--- src/design/mec_pkg.sv ---
package mec_pkg;
  // -------------------------------------------------------------
  // register indices (byte address is four times the index)
  // -------------------------------------------------------------
  localparam logic [7:0] IDX_PAGE_SEL = 8'h02;
  localparam logic [7:0] IDX_EMB_STATUS = 8'h12;
  localparam logic [7:0] IDX_PAGE_ACCESS = 8'h17;
  localparam logic [7:0] IDX_BATCH_CFG = 8'h44;
  localparam logic [7:0] IDX_EN_LOW = 8'h46;
  localparam logic [7:0] IDX_EN_HIGH = 8'h47;
  localparam logic [7:0] IDX_LC_LOW = 8'h48;
  localparam logic [7:0] IDX_LC_HIGH = 8'h49;
  localparam logic [7:0] IDX_LC_CLEAR = 8'h4a;
  localparam logic [7:0] IDX_OUTS1 = 8'h4c;
  localparam logic [7:0] IDX_OUTS2 = 8'h4d;
  localparam logic [7:0] IDX_PAGE_ADDR = 8'h60;
  localparam logic [7:0] IDX_PAGE_VALUE = 8'h61;

  // -------------------------------------------------------------
  // field positions
  // -------------------------------------------------------------
  localparam int BIT_LATCH_MODE = 7;
  localparam int BIT_PAGE_WRITE = 6;
  localparam int BIT_PAGE_READ = 5;
  localparam int BIT_STEP_BATCH = 6;
  localparam int BIT_WIPE_REQ = 0;
  localparam int BIT_WIPE_DONE = 1;
  localparam int BIT_TIMEOUT_FLAG = 7;
  localparam int PAGE_SEL_W = 4;
  localparam int EV_POS_X = 7;
  localparam int EV_NEG_X = 6;
  localparam int EV_POS_Y = 5;
  localparam int EV_NEG_Y = 4;
  localparam int EV_POS_Z = 3;
  localparam int EV_NEG_Z = 2;
  localparam int EV_POS_V = 1;
  localparam int EV_NEG_V = 0;

  // -------------------------------------------------------------
  // reset values
  // -------------------------------------------------------------
  localparam logic [7:0] RST_BYTE = 8'h00;
  localparam logic [15:0] RST_COUNT = 16'h0000;

  typedef struct packed {
    logic wr_stb;
    logic rd_stb;
    logic [3:0] sel;
    logic [7:0] addr;
    logic [7:0] wdata;
  } mec_page_req_type;

  typedef struct packed {
    logic [15:0] value;
    logic done;
  } mec_lc_status_type;
endpackage

--- src/design/mec_long_counter.sv ---
`timescale 1ns/10ps
module mec_long_counter (
  input wire logic clk,
  input wire logic nrst,
  input wire logic ce,
  input wire logic tick,
  input wire logic wr_low,
  input wire logic wr_high,
  input wire logic [7:0] wdata,
  input wire logic wipe_req,
  output mec_pkg::mec_lc_status_type status
);
  logic [15:0] cnt_q, cnt_d;
  logic done_q, done_d;

  // -------------------------------------------------------------
  // counter and wipe handshake
  // -------------------------------------------------------------
  always_comb begin
    cnt_d = cnt_q;
    done_d = done_q;
    if (wipe_req) begin
      // counter held at zero while the request stands
      cnt_d = mec_pkg::RST_COUNT;
      done_d = 1'b1;
    end else begin
      done_d = 1'b0;
      if (wr_low || wr_high) begin
        // host write wins over a tick in the same cycle
        if (wr_low) begin
          cnt_d[7:0] = wdata;
        end
        if (wr_high) begin
          cnt_d[15:8] = wdata;
        end
      end else if (tick) begin
        cnt_d = cnt_q + 16'h0001;
      end
    end
  end

  always_ff @(posedge clk) begin
    if (!nrst) begin
      cnt_q <= mec_pkg::RST_COUNT;
      done_q <= 1'b0;
    end else if (ce) begin
      cnt_q <= cnt_d;
      done_q <= done_d;
    end
  end

  assign status.value = cnt_q;
  assign status.done = done_q;
endmodule

--- src/design/mec_event_capture.sv ---
`timescale 1ns/10ps
module mec_event_capture #(
  parameter int N_MACH = 2,
  parameter int FLAG_W = 8
) (
  input wire logic clk,
  input wire logic nrst,
  input wire logic ce,
  input wire logic [N_MACH-1:0] enable,
  input wire logic [N_MACH*FLAG_W-1:0] events,
  output logic [N_MACH*FLAG_W-1:0] flags
);
  logic [N_MACH*FLAG_W-1:0] flags_q, flags_d;

  // -------------------------------------------------------------
  // per-machine flag capture; a disabled machine reports nothing
  // -------------------------------------------------------------
  genvar m;
  generate
    for (m = 0; m < N_MACH; m++) begin : g_mach
      always_comb begin
        flags_d[m*FLAG_W +: FLAG_W] = enable[m] ?
          events[m*FLAG_W +: FLAG_W] : '0;
      end
    end
  endgenerate

  always_ff @(posedge clk) begin
    if (!nrst) begin
      flags_q <= '0;
    end else if (ce) begin
      flags_q <= flags_d;
    end
  end

  assign flags = flags_q;
endmodule

--- src/design/mec_regs.sv ---
`timescale 1ns/10ps
// Summary of operation
// - latch-mode bit 7 chooses latched or unlatched embedded interrupt requests.
// - page writes pass only while page write-enable bit 6 is set.
// - page reads return data only while page read-enable bit 5 is set.
// - the page acted on is the 4-bit selector in page select register.
// - batching config bit 6 enables step counter values into the FIFO.
// - sixteen machine enables over two registers, all reset to disabled.
// - long counter is unsigned 16-bit, readable and writable by the host.
// - counter low byte at lower index, high byte next; both reset zero.
// - setting the wipe request bit zeroes the long counter.
// - read-only wipe-done bit sets once the counter has been zeroed.
// - machine one output register carries eight axis and vector event flags.
// - machine two output register at next index with the same flags.
// - a timeout event sets the timeout flag in the status register.
module mec_regs #(
  parameter int ADDR_W = 12,
  parameter int N_MACH = 16
) (
  input wire logic clk,
  input wire logic nrst,
  input wire logic ce,
  input wire logic psel,
  input wire logic penable,
  input wire logic pwrite,
  input wire logic [ADDR_W-1:0] paddr,
  input wire logic [31:0] pwdata,
  input wire logic [3:0] pstrb,
  output logic [31:0] prdata,
  output logic pready,
  output logic pslverr,
  input wire logic lc_tick,
  input wire logic lc_timeout_evt,
  input wire logic [15:0] machine_events,
  input wire logic [7:0] page_rdata,
  output mec_pkg::mec_page_req_type page_req,
  output logic [N_MACH-1:0] machine_enable,
  output logic step_count_batching_enable,
  output logic embedded_irq_latch_mode,
  output logic emb_irq_req
);
  logic [7:0] idx;
  logic hit;
  logic [7:0] rd_byte;
  logic [7:0] wbyte;
  logic xfer, wr_ok, status_rd;
  logic ack_q, ack_d;
  logic [31:0] prdata_q, prdata_d;
  logic [mec_pkg::PAGE_SEL_W-1:0] page_sel_q, page_sel_d;
  logic page_wr_en_q, page_wr_en_d;
  logic page_rd_en_q, page_rd_en_d;
  logic latch_mode_q, latch_mode_d;
  logic batch_q, batch_d;
  logic [N_MACH-1:0] en_q, en_d;
  logic wipe_req_q, wipe_req_d;
  logic timeout_flag_q, timeout_flag_d;
  logic [7:0] page_addr_q, page_addr_d;
  mec_pkg::mec_page_req_type page_req_q, page_req_d;
  mec_pkg::mec_lc_status_type lc_stat;
  logic [15:0] outs;

  // -------------------------------------------------------------
  // apb decode
  // -------------------------------------------------------------
  assign idx = paddr[9:2];
  assign wbyte = pwdata[7:0];
  // no wait state while ce is high: prdata is captured in the cycle before
  assign pready = ack_q & ce;
  assign xfer = psel & penable & pready;
  assign pslverr = xfer & ~hit;
  assign wr_ok = xfer & pwrite & pstrb[0] & hit;
  assign status_rd = xfer & ~pwrite & (idx == mec_pkg::IDX_EMB_STATUS);

  always_comb begin
    rd_byte = mec_pkg::RST_BYTE;
    hit = (paddr[1:0] == 2'b00) && (paddr[ADDR_W-1:10] == '0);
    unique case (idx)
      mec_pkg::IDX_PAGE_SEL: begin
        rd_byte[mec_pkg::PAGE_SEL_W-1:0] = page_sel_q;
      end
      mec_pkg::IDX_EMB_STATUS: begin
        rd_byte[mec_pkg::BIT_TIMEOUT_FLAG] = timeout_flag_q;
      end
      mec_pkg::IDX_PAGE_ACCESS: begin
        rd_byte[mec_pkg::BIT_LATCH_MODE] = latch_mode_q;
        rd_byte[mec_pkg::BIT_PAGE_WRITE] = page_wr_en_q;
        rd_byte[mec_pkg::BIT_PAGE_READ] = page_rd_en_q;
      end
      mec_pkg::IDX_BATCH_CFG: begin
        rd_byte[mec_pkg::BIT_STEP_BATCH] = batch_q;
      end
      mec_pkg::IDX_EN_LOW: rd_byte = en_q[7:0];
      mec_pkg::IDX_EN_HIGH: rd_byte = en_q[15:8];
      mec_pkg::IDX_LC_LOW: rd_byte = lc_stat.value[7:0];
      mec_pkg::IDX_LC_HIGH: rd_byte = lc_stat.value[15:8];
      mec_pkg::IDX_LC_CLEAR: begin
        rd_byte[mec_pkg::BIT_WIPE_REQ] = wipe_req_q;
        rd_byte[mec_pkg::BIT_WIPE_DONE] = lc_stat.done;
      end
      mec_pkg::IDX_OUTS1: rd_byte = outs[7:0];
      mec_pkg::IDX_OUTS2: rd_byte = outs[15:8];
      mec_pkg::IDX_PAGE_ADDR: rd_byte = page_addr_q;
      mec_pkg::IDX_PAGE_VALUE: begin
        // refused page reads return zero, not stale data
        rd_byte = page_rd_en_q ? page_rdata : mec_pkg::RST_BYTE;
      end
      default: hit = 1'b0;
    endcase
  end

  // -------------------------------------------------------------
  // register next values
  // -------------------------------------------------------------
  always_comb begin
    ack_d = psel & ~(penable & ack_q);
    prdata_d = prdata_q;
    if (psel && !(penable && ack_q)) begin
      prdata_d = hit ? {24'h000000, rd_byte} : 32'h00000000;
    end
    page_sel_d = page_sel_q;
    page_wr_en_d = page_wr_en_q;
    page_rd_en_d = page_rd_en_q;
    latch_mode_d = latch_mode_q;
    batch_d = batch_q;
    en_d = en_q;
    wipe_req_d = wipe_req_q;
    page_addr_d = page_addr_q;
    page_req_d = '0;
    page_req_d.sel = page_sel_q;
    page_req_d.addr = page_addr_q;
    page_req_d.wdata = page_req_q.wdata;
    if (wr_ok) begin
      // only defined bits are stored; reserved bits stay zero
      unique case (idx)
        mec_pkg::IDX_PAGE_SEL: begin
          page_sel_d = wbyte[mec_pkg::PAGE_SEL_W-1:0];
        end
        mec_pkg::IDX_PAGE_ACCESS: begin
          latch_mode_d = wbyte[mec_pkg::BIT_LATCH_MODE];
          page_wr_en_d = wbyte[mec_pkg::BIT_PAGE_WRITE];
          page_rd_en_d = wbyte[mec_pkg::BIT_PAGE_READ];
        end
        mec_pkg::IDX_BATCH_CFG: begin
          batch_d = wbyte[mec_pkg::BIT_STEP_BATCH];
        end
        mec_pkg::IDX_EN_LOW: en_d[7:0] = wbyte;
        mec_pkg::IDX_EN_HIGH: en_d[15:8] = wbyte;
        mec_pkg::IDX_LC_CLEAR: begin
          wipe_req_d = wbyte[mec_pkg::BIT_WIPE_REQ];
        end
        mec_pkg::IDX_PAGE_ADDR: page_addr_d = wbyte;
        mec_pkg::IDX_PAGE_VALUE: begin
          page_req_d.wr_stb = page_wr_en_q;
          page_req_d.wdata = wbyte;
        end
        default: ;
      endcase
    end
    if (xfer && !pwrite && idx == mec_pkg::IDX_PAGE_VALUE) begin
      page_req_d.rd_stb = page_rd_en_q;
    end
  end

  // -------------------------------------------------------------
  // timeout flag: sticky until status read in latched mode
  // -------------------------------------------------------------
  always_comb begin
    if (latch_mode_q) begin
      // a new event in the clearing read's cycle is kept
      timeout_flag_d = lc_timeout_evt |
        (timeout_flag_q & ~status_rd);
    end else begin
      timeout_flag_d = lc_timeout_evt;
    end
  end

  always_ff @(posedge clk) begin
    if (!nrst) begin
      ack_q <= 1'b0;
      prdata_q <= 32'h00000000;
      page_sel_q <= '0;
      page_wr_en_q <= 1'b0;
      page_rd_en_q <= 1'b0;
      latch_mode_q <= 1'b0;
      batch_q <= 1'b0;
      en_q <= '0;
      wipe_req_q <= 1'b0;
      timeout_flag_q <= 1'b0;
      page_addr_q <= mec_pkg::RST_BYTE;
      page_req_q <= '0;
    end else if (ce) begin
      ack_q <= ack_d;
      prdata_q <= prdata_d;
      page_sel_q <= page_sel_d;
      page_wr_en_q <= page_wr_en_d;
      page_rd_en_q <= page_rd_en_d;
      latch_mode_q <= latch_mode_d;
      batch_q <= batch_d;
      en_q <= en_d;
      wipe_req_q <= wipe_req_d;
      timeout_flag_q <= timeout_flag_d;
      page_addr_q <= page_addr_d;
      page_req_q <= page_req_d;
    end
  end

  // -------------------------------------------------------------
  // sub-blocks and outputs
  // -------------------------------------------------------------
  mec_long_counter u_counter (
    .clk(clk),
    .nrst(nrst),
    .ce(ce),
    .tick(lc_tick),
    .wr_low(wr_ok && idx == mec_pkg::IDX_LC_LOW),
    .wr_high(wr_ok && idx == mec_pkg::IDX_LC_HIGH),
    .wdata(wbyte),
    .wipe_req(wipe_req_q),
    .status(lc_stat)
  );

  mec_event_capture #(.N_MACH(2), .FLAG_W(8)) u_events (
    .clk(clk),
    .nrst(nrst),
    .ce(ce),
    .enable(en_q[1:0]),
    .events(machine_events),
    .flags(outs)
  );

  assign prdata = prdata_q;
  assign page_req = page_req_q;
  assign machine_enable = en_q;
  assign step_count_batching_enable = batch_q;
  assign embedded_irq_latch_mode = latch_mode_q;
  assign emb_irq_req = timeout_flag_q;
endmodule

--- config.mk ---
export PLATFORM = sky130hd
export DESIGN_NAME = mec_regs
export DESIGN_NICKNAME = d
export VERILOG_FILES = /design/src/design/mec_pkg.sv /design/src/design/mec_long_counter.sv /design/src/design/mec_event_capture.sv /design/src/design/mec_regs.sv
export SDC_FILE = /design/constraint.sdc
export NUM_CORES = 1
export LEC_CHECK = 0
export ABC_AREA = 1
export BUFFER_PORTS_ARGS = -buffer_cell sky130_fd_sc_hd__buf_2
export CAP_MARGIN = 40
export CORE_MARGIN = 1
export CORE_UTILIZATION = 55
export DETAILED_ROUTE_END_ITERATION = 10
export GPL_TIMING_DRIVEN = 0
export PLACE_DENSITY = 0.84
export SLEW_MARGIN = 10
export SYNTH_ARGS = -nofsm -noshare
export SYNTH_HDL_FRONTEND = slang
export SYNTH_HIERARCHICAL = 1
export SYNTH_SLANG_ARGS = --single-unit
--- constraint.sdc ---
create_clock -name clk -period 7.1 [get_ports clk]
set_input_delay 1.42 -clock clk [delete_from_list [all_inputs] [get_ports clk]]
set_output_delay 1.42 -clock clk [all_outputs]
set_load 0.05 [all_outputs]
# Word level (Yosys, flattened, before mapping)
# Cells that the tools add are included.
[totals]
ff_bits = 122
output_inout_bits = 75
[classes]
n_eq_ne = 15
add_sub_neg = 1
n_mux = 21
bitwise_logic = 17
reduce_logical = 25
[op_table]
columns = ["cell", "n"]
rows = [
  ["== test 8 x 7 -> 1 bit, second input constant", 10],
  ["two-way mux 16 bit", 3],
  ["two-way mux 8 bit", 6],
  ["AND reduction 3 bit", 10],
  ["case mux 1 bit (10 select lines)", 2],
  ["case mux 2 bit (10 select lines)", 1],
  ["case mux 2 bit (9 select lines)", 1],
  ["adder 16 x 1 -> 16 bit, second input constant", 1],
  ["== test 8 x 5 -> 1 bit, second input constant", 2],
  ["OR reduction 13 bit", 1],
  ["AND 1 bit", 12],
  ["case mux 1 bit (9 select lines)", 1],
  ["== test 8 x 2 -> 1 bit, second input constant", 1],
  ["case mux 1 bit (8 select lines)", 1],
  ["logical AND 1 bit", 7],
  ["two-way mux 1 bit", 6],
  ["!= test 3 x 2 -> 1 bit, second input constant", 2],
  ["logical NOT 2 bit", 2],
  ["NOT 1 bit", 4],
  ["nonzero test 3 bit", 1],
  ["logical NOT 1 bit", 2],
  ["AND reduction 2 bit", 1],
  ["logical OR 1 bit", 1],
  ["OR 1 bit", 1],
]

# Depth between registers and ports, before layout
[logic_depth]
ltp_word = 9
ltp_mapped = 22
depth_no_buf = 20

# Hierarchy
# Netlist, hierarchy kept.
[modules_own_cells]
columns = ["mod", "area_per_inst_um2", "n_inst", "cells_each", "seq_area_each_um2"]
rows = [
  ["mec_regs", 3817.4, 1, 614, 1301.2],
  ["mec_long_counter", 1191.1, 1, 202, 340.3],
  ["mec_event_capture", 673.1, 1, 72, 320.3],
]

# Least setup slack after synthesis
# Ideal clock, no wire load.
[synth_timing]
path_type = "in2out"
from = "input port paddr[7]"
to = "output port pslverr"
stages = 11
t_arrival_ps = 2984
path_buffers = 1
required_ps = 5680
setup_slack_ps = 2696
path_cell_list = "inv_2 > nand2_2 > nor2_4 > buf_6 > nand2_1 > nand2_1 > nor2_1 > nand3_4 > nand2_1 > inv_1 > nor2_1"
[synth_between]
elab_chain_cells = 5
[synth_rtl]
columns = ["item", "line_no", "source"]
rows = [
  ["from (decl)", "mec_regs.sv:26", "input wire logic [ADDR_W-1:0] paddr,"],
  ["== test 8 x 5 -> 1 bit, or another cell as far along", "mec_regs.sv:77", "unique case (idx)"],
  ["OR reduction 13 bit (no line) (*)", "-", ""],
  ["two-way mux 1 bit (*)", "mec_regs.sv:77", ""],
  ["NOT 1 bit (*)", "mec_regs.sv:70", "assign pslverr = xfer & ~hit;"],
  ["AND 1 bit (*)", "mec_regs.sv:70", ""],
  ["to (decl)", "mec_regs.sv:31", "output logic pslverr,"],
]
# Mark *: on every way between the ends. The rest lies on a longest branch, timed or not.

# Worst setup path in the final report
# Ends and elaborated chain as after synthesis.

==> results.txt <==
----------------------------------------------------
[Worst setup path]
  Critical path fanouts, max ... 10
  Critical setup path kind ... input pin to primary output
  Capturing element type of the critical path ... primary output
  Startpoint types ... input pin
  Number of cells traversed by the worst register-to-register path ... 12
  Worst flop-to-flop path startpoint ... ack_q
  Reg2Reg Capture Point ... u_counter/cnt_q[4]
  Critical path data required time ... 5.68 ns
  Worst reg2reg setup slack ... 4.65 ns
  Arrival time worst endpoint ... 3.16 ns

[Min path]
  Endpoint of the worst hold path ... prdata[3]
  Hold Crit Depth ... 2
  Hold Crit Class ... register to register
  Hold path startpoint ... prdata[3]

[Clock tree]
  Clock-pin slew on the worst setup and hold paths ... roughly 0.10 ns
  PostCTS Resize Cnt ... 0
  CTS sink count ... 98
  Worst-skew pair later-pin latency ... 0.39 ns
  TritonCTS Buffers ... 9
  H-tree Lvls ... 3
  Library cell used as clock root buffer ... sky130_fd_sc_hd__clkbuf_8
  Post-cts hold buffer count ... 0
  Maximum clock insertion buffer count ... 2
  TritonCTS clock tree ... built
  # Post-CTS Setup Buffers ... 0

[Routing]
  Initial DRT Pass Iterations ... 6
  Via total after detailed routing ... ~6000
  Per-cell routed wire length ... 14.2 µm
  DRC ... 0
  Top layer in use ... met4
  Final antenna-violating net count ... 0
  Routed wl met3 ... 1500 µm
  Post-Route M1 WL ... around 6900 µm
  Avg Vias per Cell ... around 5.3
  Final wirelength ... 16500 µm
  Iter 0 DRT Violations ... a little under 600
  Met2 Routed Length ... 7440 µm

[Floorplanning]
  DIE HEIGHT ... 104 µm
  Number of rows in the core area ... 36
  Area enclosed by the die boundary ... 10700 µm²
  Starting density of the core ... 0.573
  Overall die width ... 104 µm
  IO Pins ... 155
  Core area ... 9910 µm²

[Synth]
  Flip-flop and latch count after synthesis ... 98
  Cell types with the largest area share after synthesis ... sky130_fd_sc_hd__dfxtp_1 35%, sky130_fd_sc_hd__nand2_1 15%, sky130_fd_sc_hd__nor2_1 10%
  Number of unique standard cell types used by synthesis ... 34
  Area share of the leading cell type in the synthesized netlist ... 0.345
  Part of the Yosys area used for sequential elements ... 0.345
  Total of warnings raised by yosys ... 6
  Cell area after synthesis ... 5680 µm²
  Cells after synthesis ... 888
  Syn Area/Cell ... 6.40 µm²
  Largest area contributor in the netlist ... sky130_fd_sc_hd__dfxtp_1

[Global route]
  First-pass GRT wire length ... ~27000 µm
  Maximum number of pins on one net before global-route repair ... 19
  Total routing resource utilization after global routing ... 0.311
  Vias in the first global route ... 5534
  Total global routing overflow ... 0
  Initial antenna violation count ... 0

[Placed design]
  Cell count after placement ... about 1100
  Placed inst area ... about 6400 µm²
  Detail Placement HPWL ... around 13000 µm
  Worst slack after detailed placement ... 2.61 ns
  Routability Congestion ... 1.01
  Count of input and output buffers ... slightly above 100

[Power and ir drop]
  Static leakage ... 3.40 nW
  Peak supply drop ... 0.000144 V
  Pwr/cell area ... 164 nW/µm²

[STA]
  Setup-failing EPs final ... 0
  Transition time of the tightest slew-check pin ... 0.908 ns
  Final hold violation count ... 0
  Max Fclk ... 219 MHz
  Final period util ... 0.644
  Relative slew slack ... 0.390
  Setup repair after global routing missed its margin ... false
  Number of pins exceeding their max-slew limit in the final report ... 0
  Final worst-path setup slack ... roughly 2.5 ns
  Fin crit period ... 4.58 ns
  Min Hold Slack ... 0.472 ns
  Post-route clock skew ... 0.0134 ns
  Setup TNS ... 0 ns

[Final layout]
  Count of fill cells added during filler insertion ... 951
  Non-Filler Cell Area, Final ... 6660 µm²
  Number of antenna repair diodes ... 0
  Non-filler instance count after layout ... 1163
  Share of layout cells above drive strength 1 ... 0.218
  Layout Nets ... 1106
  Area overhead of the layout relative to synthesis ... 17.2%

[Run status]
  Result of the run ... finished clean

[Flow run]
  Max-capacitance violation count ... 0

----------------------------------------------------
==> flip-flops by register name, summed over array words and instances (netlist names), 4 cells and up <==
| name | flops |
|---|---|
| page_req | 22 |
| machine_enable | 16 |
| u_counter/cnt_q | 16 |
| prdata | 8 |
| u_events/flags | 16 |
| page_addr_q | 8 |
| page_sel_q | 4 |
==> cell type report <==
| class | instances | area (µm²) | share of cell area |
|---|---|---|---|
| multi-input cells | 658 | 3040 | 0.457 |
| flip-flops and latches | 98 | 1960 | 0.295 |
| repair buffers | 103 | 515 | 0.0774 |
| plain buffers | 57 | 393 | 0.0590 |
| inverters | 98 | 373 | 0.0560 |
| well taps | 133 | 166 | 0.0250 |
| clock buffers | 9 | 124 | 0.0186 |
| clock inverters | 7 | 83.8 | 0.0126 |
==> worst max-delay path, stage by stage <==
cell and delay, ns:
sky130_fd_sc_hd__buf_2 0.12, sky130_fd_sc_hd__inv_2 0.06, sky130_fd_sc_hd__nand2_1 0.05, sky130_fd_sc_hd__nor2_1 0.34
sky130_fd_sc_hd__nand2_1 0.24, sky130_fd_sc_hd__nand2_1 0.14, sky130_fd_sc_hd__nor2_2 0.06, sky130_fd_sc_hd__nand3_4 0.15
sky130_fd_sc_hd__nand2_1 0.07, sky130_fd_sc_hd__inv_1 0.20, sky130_fd_sc_hd__nor2_1 0.08, sky130_fd_sc_hd__buf_2 0.22
==> layer usage <==
| metal | up-vias | track usage |
|---|---|---|
| met3 | 57 | 0.0529 |
| met1 | 2737 | 0.400 |
| met2 | 304 | 0.504 |
| met4 | 0 | 0.153 |
| met5 | - | 0 |
| li1 | 3017 | - |
==> cell families after synthesis <==
family	share of synthesized area
simple gates	0.415
buf+inv	0.135
compound gates	0.0993
flops	0.345
xor+xnor	0.00308
fa+ha+maj	0.00220
other cells	0.000660
==> where the power goes <==
group,leakage (nW),internal [mW],switching [mW]
clock network,0.103,0.170,0.221
logic,2.50,0.0378,0.102
registers,0.792,0.554,0.00329
total,3.40,0.762,0.327
==> placed cells by master (no fill, tap or decap), types with 3 or more instances in the layout <==
cell type,synthesis,routed
sky130_fd_sc_hd__inv_2,10,10
sky130_fd_sc_hd__buf_4,28,28
sky130_fd_sc_hd__clkbuf_1,10,10
sky130_fd_sc_hd__nor2_2,5,5
sky130_fd_sc_hd__nor2_4,5,5
sky130_fd_sc_hd__o21ai_0,39,39
sky130_fd_sc_hd__inv_1,86,86
sky130_fd_sc_hd__buf_2,8,111
sky130_fd_sc_hd__clkbuf_8,0,9
sky130_fd_sc_hd__nand3_1,100,100
sky130_fd_sc_hd__nand4_1,7,7
sky130_fd_sc_hd__conb_1,1,24
sky130_fd_sc_hd__a21oi_2,12,12
sky130_fd_sc_hd__nand2_2,19,19
sky130_fd_sc_hd__nand2_1,221,221
sky130_fd_sc_hd__a21oi_1,50,50
sky130_fd_sc_hd__nor2_1,155,155
sky130_fd_sc_hd__buf_6,6,6
sky130_fd_sc_hd__dfxtp_1,98,98
sky130_fd_sc_hd__inv_6,0,3
sky130_fd_sc_hd__nand3b_1,5,5
==> cells in the mapped netlist (all sizes together) <==
master	n
dfxtp	98
xor2	2
nand3	102
o211ai	1
nor3	2
ha	1
nand3b	5
nor4	1
nand2	242
buf	45
clkinv	2
clkbuf	12
a31oi	1
nor2	165
o21ai	39
conb	1
a21oi	62
nand4	11
inv	96
==> worst max path at each step <==
stage                   from       to  slack [ns]  depth (start not counted)
finish              paddr[7]  pslverr        2.52                         12
floorplan           paddr[7]  pslverr        2.70                         11
CTS                 paddr[7]  pslverr        2.59                         12
detailed placement  paddr[7]  pslverr        2.61                         12
global placement    paddr[8]  pslverr        2.62                         12
global route        paddr[9]  pslverr        2.33                         12
==> metrics by stage <==
stage	total power, mW	utilization
after global routing	1.11	0.672
after CTS	1.09	0.672
after floorplan	0.667	-
after global placement	0.707	0.651
after detailed placement	0.708	0.651
final	1.09	0.672
No activity file was read; power rests on OpenSTA's default activity.
